--- config.mk ---
export PLATFORM = sky130hd
export DESIGN_NAME = spsc_top
export DESIGN_NICKNAME = d
export VERILOG_FILES = /design/src/verilog/spsc_pkg.sv /design/src/verilog/spsc_sync.sv /design/src/verilog/spsc_top.sv
export SDC_FILE = /design/constraint.sdc
export NUM_CORES = 1
export LEC_CHECK = 0
export BUFFER_PORTS_ARGS = -buffer_cell sky130_fd_sc_hd__buf_4
export CAP_MARGIN = 40
export CORE_ASPECT_RATIO = 0.8
export CORE_MARGIN = 2
export CORE_UTILIZATION = 38
export DETAILED_ROUTE_END_ITERATION = 12
export PLACE_DENSITY = 0.64
export SETUP_SLACK_MARGIN = 0.5
export SLEW_MARGIN = 20
export SYNTH_ARGS = -nofsm -noshare
export SYNTH_HDL_FRONTEND = slang
export SYNTH_SLANG_ARGS = --single-unit
--- constraint.sdc ---
create_clock -name clk -period 1.6 [get_ports clk]
set_input_delay 0 -clock clk [delete_from_list [all_inputs] [get_ports clk]]
set_output_delay 0 -clock clk [all_outputs]
set_load 0.05 [all_outputs]
--- src/verilog/spsc_pkg.sv ---
// Shared constants and types of the serial power switch control
`default_nettype none
package spsc_pkg;
  // ==========================================================
  // Word layout
  localparam int WORD_W = 9;
  localparam int POWER_ON_BIT = 8;
  localparam int PROG_A_HI = 0;
  localparam int PROG_A_LO = 1;
  localparam int MAIN_A_HI = 3;
  localparam int MAIN_A_LO = 2;
  localparam int PROG_B_HI = 4;
  localparam int PROG_B_LO = 5;
  localparam int MAIN_B_HI = 6;
  localparam int MAIN_B_LO = 7;
  localparam logic [WORD_W-1:0] WORD_RST = 9'h000;
  // ==========================================================
  // Output indices
  localparam int N_OUT = 4;
  localparam int IDX_MAIN_A = 0;
  localparam int IDX_MAIN_B = 1;
  localparam int IDX_PROG_A = 2;
  localparam int IDX_PROG_B = 3;
  localparam int SYNC_STAGES = 2;
  // ==========================================================
  // Switch selections
  typedef logic [1:0] spsc_sel_t;
  localparam spsc_sel_t SEL_HIZ = 2'h0;
  localparam spsc_sel_t SEL_GND = 2'h1;
  localparam spsc_sel_t SEL_LOW = 2'h2;
  localparam spsc_sel_t SEL_HIGH = 2'h3;
  typedef struct packed {
    spsc_sel_t prog_b;
    spsc_sel_t prog_a;
    spsc_sel_t main_b;
    spsc_sel_t main_a;
  } spsc_outs_t;
  localparam spsc_outs_t OUTS_GND = {SEL_GND, SEL_GND, SEL_GND, SEL_GND};
  localparam spsc_outs_t OUTS_HIZ = {SEL_HIZ, SEL_HIZ, SEL_HIZ, SEL_HIZ};
  // Pin sample bundle
  typedef struct packed {
    logic ser_clk;
    logic ser_data;
    logic ser_latch;
    logic fast_off_n;
    logic card_reset_n;
    logic over_temp;
    logic die_cool;
    logic [N_OUT-1:0] over_current;
  } spsc_pins_t;
  localparam int PINS_W = 7 + N_OUT;
endpackage : spsc_pkg
`default_nettype wire

--- src/verilog/spsc_sync.sv ---
// Two-flop synchroniser for a bundle of pin levels
`timescale 1ns/1ns
`default_nettype none
module spsc_sync #(
  parameter int W = 1
) (
  // Clock and reset
  input wire logic clk,
  input wire logic rst_n,
  // Levels
  input wire logic [W-1:0] d,
  output var logic [W-1:0] q
);
  logic [W-1:0] meta_reg;
  // ==========================================================
  // Two stages
  always_ff @(posedge clk or negedge rst_n) begin
    if (!rst_n) begin
      meta_reg <= '0;
      q <= '0;
    end else begin
      meta_reg <= d;
      q <= meta_reg;
    end
  end
endmodule : spsc_sync
`default_nettype wire

--- src/verilog/spsc_top.sv ---
// Serial power switch control: shift, latch, decode and protection
`timescale 1ns/1ns
`default_nettype none
module spsc_top (
  // Clock and reset
  input wire logic clk,
  input wire logic rst_n,
  // Serial link
  input wire logic ser_clk,
  input wire logic ser_data,
  input wire logic ser_latch,
  // Control pins
  input wire logic fast_off_n,
  input wire logic card_reset_n,
  // Sensors
  input wire logic [spsc_pkg::N_OUT-1:0] over_current,
  input wire logic over_temp,
  input wire logic die_cool,
  // Switch drive
  output var spsc_pkg::spsc_outs_t supply_sel,
  output var logic [spsc_pkg::N_OUT-1:0] discharge_en,
  output var logic [spsc_pkg::N_OUT-1:0] limit_en,
  output var logic fault_flag_n
);
  import spsc_pkg::*;

  spsc_pins_t pins_raw;
  spsc_pins_t pins_s;
  logic ser_clk_d_reg;
  logic ser_latch_d_reg;
  logic ser_rise;
  logic latch_rise;
  logic card_rst;
  logic [WORD_W-1:0] shift_reg;
  logic [WORD_W-1:0] word_reg;
  logic word_valid_reg;
  logic thermal_trip_reg;
  spsc_outs_t outs_next;
  logic [N_OUT-1:0] discharge_next;
  logic [N_OUT-1:0] limit_next;

  // ==========================================================
  // Decode functions
  function automatic spsc_sel_t decode_main(input logic [1:0] code);
    case (code)
      2'h1: decode_main = SEL_LOW;
      2'h2: decode_main = SEL_HIGH;
      default: decode_main = SEL_GND;
    endcase
  endfunction : decode_main

  function automatic spsc_sel_t decode_prog(input logic [1:0] code);
    case (code)
      2'h0: decode_prog = SEL_GND;
      2'h1: decode_prog = SEL_LOW;
      2'h2: decode_prog = SEL_HIGH;
      default: decode_prog = SEL_HIZ;
    endcase
  endfunction : decode_prog

  function automatic logic sel_active(input spsc_sel_t s);
    sel_active = (s == SEL_LOW) || (s == SEL_HIGH);
  endfunction : sel_active

  // ==========================================================
  // Pin synchronisers
  assign pins_raw = {ser_clk, ser_data, ser_latch, fast_off_n, card_reset_n,
                     over_temp, die_cool, over_current};

  spsc_sync #(
    .W(PINS_W)
  ) u_sync (
    .clk(clk),
    .rst_n(rst_n),
    .d(pins_raw),
    .q(pins_s)
  );

  // ==========================================================
  // Edge detection
  always_ff @(posedge clk or negedge rst_n) begin
    if (!rst_n) begin
      ser_clk_d_reg <= 1'b0;
      ser_latch_d_reg <= 1'b0;
    end else begin
      ser_clk_d_reg <= pins_s.ser_clk;
      ser_latch_d_reg <= pins_s.ser_latch;
    end
  end

  assign ser_rise = pins_s.ser_clk && !ser_clk_d_reg;
  assign latch_rise = pins_s.ser_latch && !ser_latch_d_reg;
  assign card_rst = !pins_s.card_reset_n;

  // ==========================================================
  // Shift register
  always_ff @(posedge clk or negedge rst_n) begin
    if (!rst_n) begin
      shift_reg <= WORD_RST;
    end else if (ser_rise) begin
      shift_reg <= {shift_reg[WORD_W-2:0], pins_s.ser_data};
    end
  end

  // ==========================================================
  // Active word
  always_ff @(posedge clk or negedge rst_n) begin
    if (!rst_n) begin
      word_reg <= WORD_RST;
    end else if (latch_rise && !card_rst) begin
      word_reg <= shift_reg;
    end
  end

  always_ff @(posedge clk or negedge rst_n) begin
    if (!rst_n) begin
      word_valid_reg <= 1'b0;
    end else if (card_rst) begin
      word_valid_reg <= 1'b0;
    end else if (latch_rise) begin
      word_valid_reg <= 1'b1;
    end
  end

  // ==========================================================
  // Thermal shutdown with hysteresis
  always_ff @(posedge clk or negedge rst_n) begin
    if (!rst_n) begin
      thermal_trip_reg <= 1'b0;
    end else if (pins_s.over_temp) begin
      thermal_trip_reg <= 1'b1;
    end else if (pins_s.die_cool) begin
      thermal_trip_reg <= 1'b0;
    end
  end

  // ==========================================================
  // Output selection
  always_comb begin
    outs_next = OUTS_GND;
    if (card_rst || !word_valid_reg) begin
      outs_next = OUTS_GND;
    end else if (!pins_s.fast_off_n) begin
      outs_next = OUTS_HIZ;
    end else if (!word_reg[POWER_ON_BIT]) begin
      outs_next = OUTS_HIZ;
    end else if (thermal_trip_reg || pins_s.over_temp) begin
      outs_next = OUTS_HIZ;
    end else begin
      outs_next.main_a = decode_main({word_reg[MAIN_A_HI], word_reg[MAIN_A_LO]});
      outs_next.main_b = decode_main({word_reg[MAIN_B_HI], word_reg[MAIN_B_LO]});
      outs_next.prog_a = decode_prog({word_reg[PROG_A_HI], word_reg[PROG_A_LO]});
      outs_next.prog_b = decode_prog({word_reg[PROG_B_HI], word_reg[PROG_B_LO]});
    end
  end

  always_comb begin
    discharge_next = '0;
    limit_next = '0;
    discharge_next[IDX_MAIN_A] = (outs_next.main_a == SEL_GND);
    discharge_next[IDX_MAIN_B] = (outs_next.main_b == SEL_GND);
    discharge_next[IDX_PROG_A] = (outs_next.prog_a == SEL_GND);
    discharge_next[IDX_PROG_B] = (outs_next.prog_b == SEL_GND);
    limit_next[IDX_MAIN_A] = pins_s.over_current[IDX_MAIN_A] && sel_active(outs_next.main_a);
    limit_next[IDX_MAIN_B] = pins_s.over_current[IDX_MAIN_B] && sel_active(outs_next.main_b);
    limit_next[IDX_PROG_A] = pins_s.over_current[IDX_PROG_A] && sel_active(outs_next.prog_a);
    limit_next[IDX_PROG_B] = pins_s.over_current[IDX_PROG_B] && sel_active(outs_next.prog_b);
  end

  // ==========================================================
  // Output registers
  always_ff @(posedge clk or negedge rst_n) begin
    if (!rst_n) begin
      supply_sel <= OUTS_GND;
      discharge_en <= '1;
      limit_en <= '0;
    end else begin
      supply_sel <= outs_next;
      discharge_en <= discharge_next;
      limit_en <= limit_next;
    end
  end

  always_ff @(posedge clk or negedge rst_n) begin
    if (!rst_n) begin
      fault_flag_n <= 1'b1;
    end else begin
      fault_flag_n <= !(|pins_s.over_current || pins_s.over_temp);
    end
  end

  // Reference decode for checks
  logic decode_on;
  logic [1:0] prog_b_code;
  spsc_sel_t exp_main_a;
  spsc_sel_t exp_prog_b;
  assign decode_on = word_valid_reg && !card_rst && pins_s.fast_off_n &&
                     word_reg[POWER_ON_BIT] && !thermal_trip_reg && !pins_s.over_temp;
  assign prog_b_code = {word_reg[PROG_B_HI], word_reg[PROG_B_LO]};
  assign exp_main_a = (word_reg[MAIN_A_HI:MAIN_A_LO] == 2'h1) ? SEL_LOW :
                      (word_reg[MAIN_A_HI:MAIN_A_LO] == 2'h2) ? SEL_HIGH : SEL_GND;
  assign exp_prog_b = (prog_b_code == 2'h0) ? SEL_GND :
                      (prog_b_code == 2'h1) ? SEL_LOW :
                      (prog_b_code == 2'h2) ? SEL_HIGH : SEL_HIZ;
endmodule : spsc_top
`default_nettype wire
==> impl_metrics.toml <==
[die]
row_count = 24
fp.dieH_um = 70.5
initial_core_util = 0.388
die_w_um = 87.1
io_pins = 30
coreArea_um2 = 5410
die-area_um2 = 6140

[pwr]
p_total_mw = 4.19
p_per_area_nw_per_um2 = 1450
ir_drop_uv = 864
leakagePower_nw = 1.31

[drt]
wirelength_mm = 3.69
drc = 0
ant_nets = 0
dr.pass1.iters = 4
wl_per_cell_um = 14.4
drt_iter0_markers = 45
vias_per_cell = 4.61
via_count = 1186

[synthesis]
ys_ff_latch = 61
async_reset_ff_frac = 1.00
synth_edf_count = 0
seq_area_frac_synth = 0.732
synthFlopType = "dfrtp_1"
syn_area_per_cell_um2 = 16.0
syn-cell-area_um2 = 2100
yosys_warnings = 0
syn_nets = 150
ys_types = 22
synthCells = 131

[global_route]
grtUsageTotal = 0.135
gr-total-overflow = 0
antenna_found_initial = 0
grt_pass1_wl_mm = 6.02
grt_max_degree = 62
first_global_vias = 1214

[timing]
fin_crit_sh = 0.690
finClkSkew_ns = 0.00640
fin_ws_ns = 0.497
hold_violations = 0
slew_viol_final = 0
setup_tns_ns = 0
whs_ns = 0.278
min_period_ns = 1.10
worst_slew_pin_slew_ns = 0.716
slew_headroom = 0.523
setup_violations = 0
fmax_ghz = 0.906
rsz0062_at_grt = "yes"

[setup_path]
crit_fanout = 7
critPathArrivalTime_ns = 1.32
cp.required_ns = 1.82
crit_type = "flip-flop to flip-flop"
crit_path_cell_trace = "nand3b_1, buf_6, mux2_2"
cp_slowest_cell = "dfrtp_1"
critPathMaxStageDelay_ns = 0.39
timing.rr.start = "u_sync.q[6]"
critPathLaunch = "u_sync.q[6]"
startpoint_type = "flip-flop"
endpoint_kind = "flip-flop"

[hold_path]
hold_path.class = "input port to async pin"

[placement]
pre_cts_slack_ns = 0.341
place_congestion = 0.762
portBuffers = 29

[finish]
area_growth_pct = 37.2
final_util = 0.533
final_common_cell = "dfrtp_1"
antenna-diode-count = 0
mostFrequentLayoutCells = "51 x dfrtp_1, 33 x buf_4, 12 x mux2_2, 12 x dlygate4sd3_1"
fin_nets = 206
drive_gt1_frac = 0.505

[run]
cap_violations = 0

[clocking]
tritoncts = "built"
numCtsBuffers = 9
cts.sinks = 61
clk_latency_ns = 0.33
htree_levels = 3
clk_pin_slew_ns = 0.07
cts-root-buf = "clkbuf_8"
clk_path_buf_depth = 2

[status]
status = "completed"
==> kinds of logic after synthesis <==
family                   synth area share
AND/OR/NAND/NOR                    0.0757
adder cells (fa/ha/maj)            0.0358
flip-flops                          0.732
buffers and inverters              0.0346
multiplexers                       0.0965
AO/OA/AOI/OAI                      0.0250
==> power breakdown <==
| part | internal [mW] | switching (mW) |
|---|---|---|
| clock | 0.638 | 0.548 |
| sequential | 1.79 | 0.195 |
| combinational | 0.554 | 0.464 |
| total | 2.98 | 1.21 |
==> Yosys cell counts, drive strengths merged, types with 2 or more instances <==
| library cell | instances | area share |
|---|---|---|
| dfrtp | 52 | 0.62 |
| mux2 | 18 | 0.097 |
| inv | 11 | 0.020 |
| dfstp | 9 | 0.11 |
| ha | 6 | 0.036 |
| nor3 | 6 | 0.019 |
| o21ai | 6 | 0.014 |
| nand2 | 4 | 0.0071 |
| buf | 3 | 0.013 |
| nor2 | 3 | 0.0054 |
| nand2b | 2 | 0.0060 |
| nor4 | 2 | 0.012 |
| o31ai | 2 | 0.0071 |
==> critical path: cells and delay by family, from the launching register on <==
kind | cells | cell delay [ns]
DFF | 1 | 0.39
muxes | 1 | 0.33
buffers and inverters | 1 | 0.15
and+or+nand+nor | 1 | 0.13
==> path summary, 6_finish.rpt <==
check	endpoint	slack [ns]	cells past startpoint
min reg2reg	u_sync.q[9]	0.35	0
min	supply_sel[1]	0.28	2
max reg2reg	word_reg[0]	0.50	3
max in group asynchronous	u_sync.q[5]	0.82	2
max	word_reg[0]	0.50	3
min in group clk	u_sync.meta_reg[7]	0.32	2
==> layer usage <==
| layer | global-route usage | up-vias | wire length (um) |
|---|---|---|---|
| met5 | 0 | - | 0 |
| met4 | 0.0564 | 0 | 78 |
| li1 | - | 550 | - |
| met1 | 0.183 | 588 | 1730 |
| met2 | 0.182 | 38 | 1640 |
| met3 | 0.0686 | 10 | 237 |
==> stage by stage <==
stage	cells	instance area [um2]
CTS	256	2770
finish	257	2880
detailed placement	222	2370
global placement	222	2370
floorplan	131	2100
global route	257	2880
==> final cells by class <==
cell class              count  area, um2
inverters                  11       41.3
well taps                  65       81.3
clock buffers              12        155
multi-input cells          56        639
repair buffers             48        402
fillers                   438       2520
flip-flops and latches     61       1540
clock inverters             4       22.5
==> timing repair <==
item,4_1_cts,5_1_grt
hold buffers,12,0
pin swaps,2,6
gates resized for setup,8,26
endpoints found under the setup margin,27,33
setup buffers,4,1
endpoints found under the hold margin,63,0
gates cloned,2,0
No activity file was read; power rests on OpenSTA's default activity.
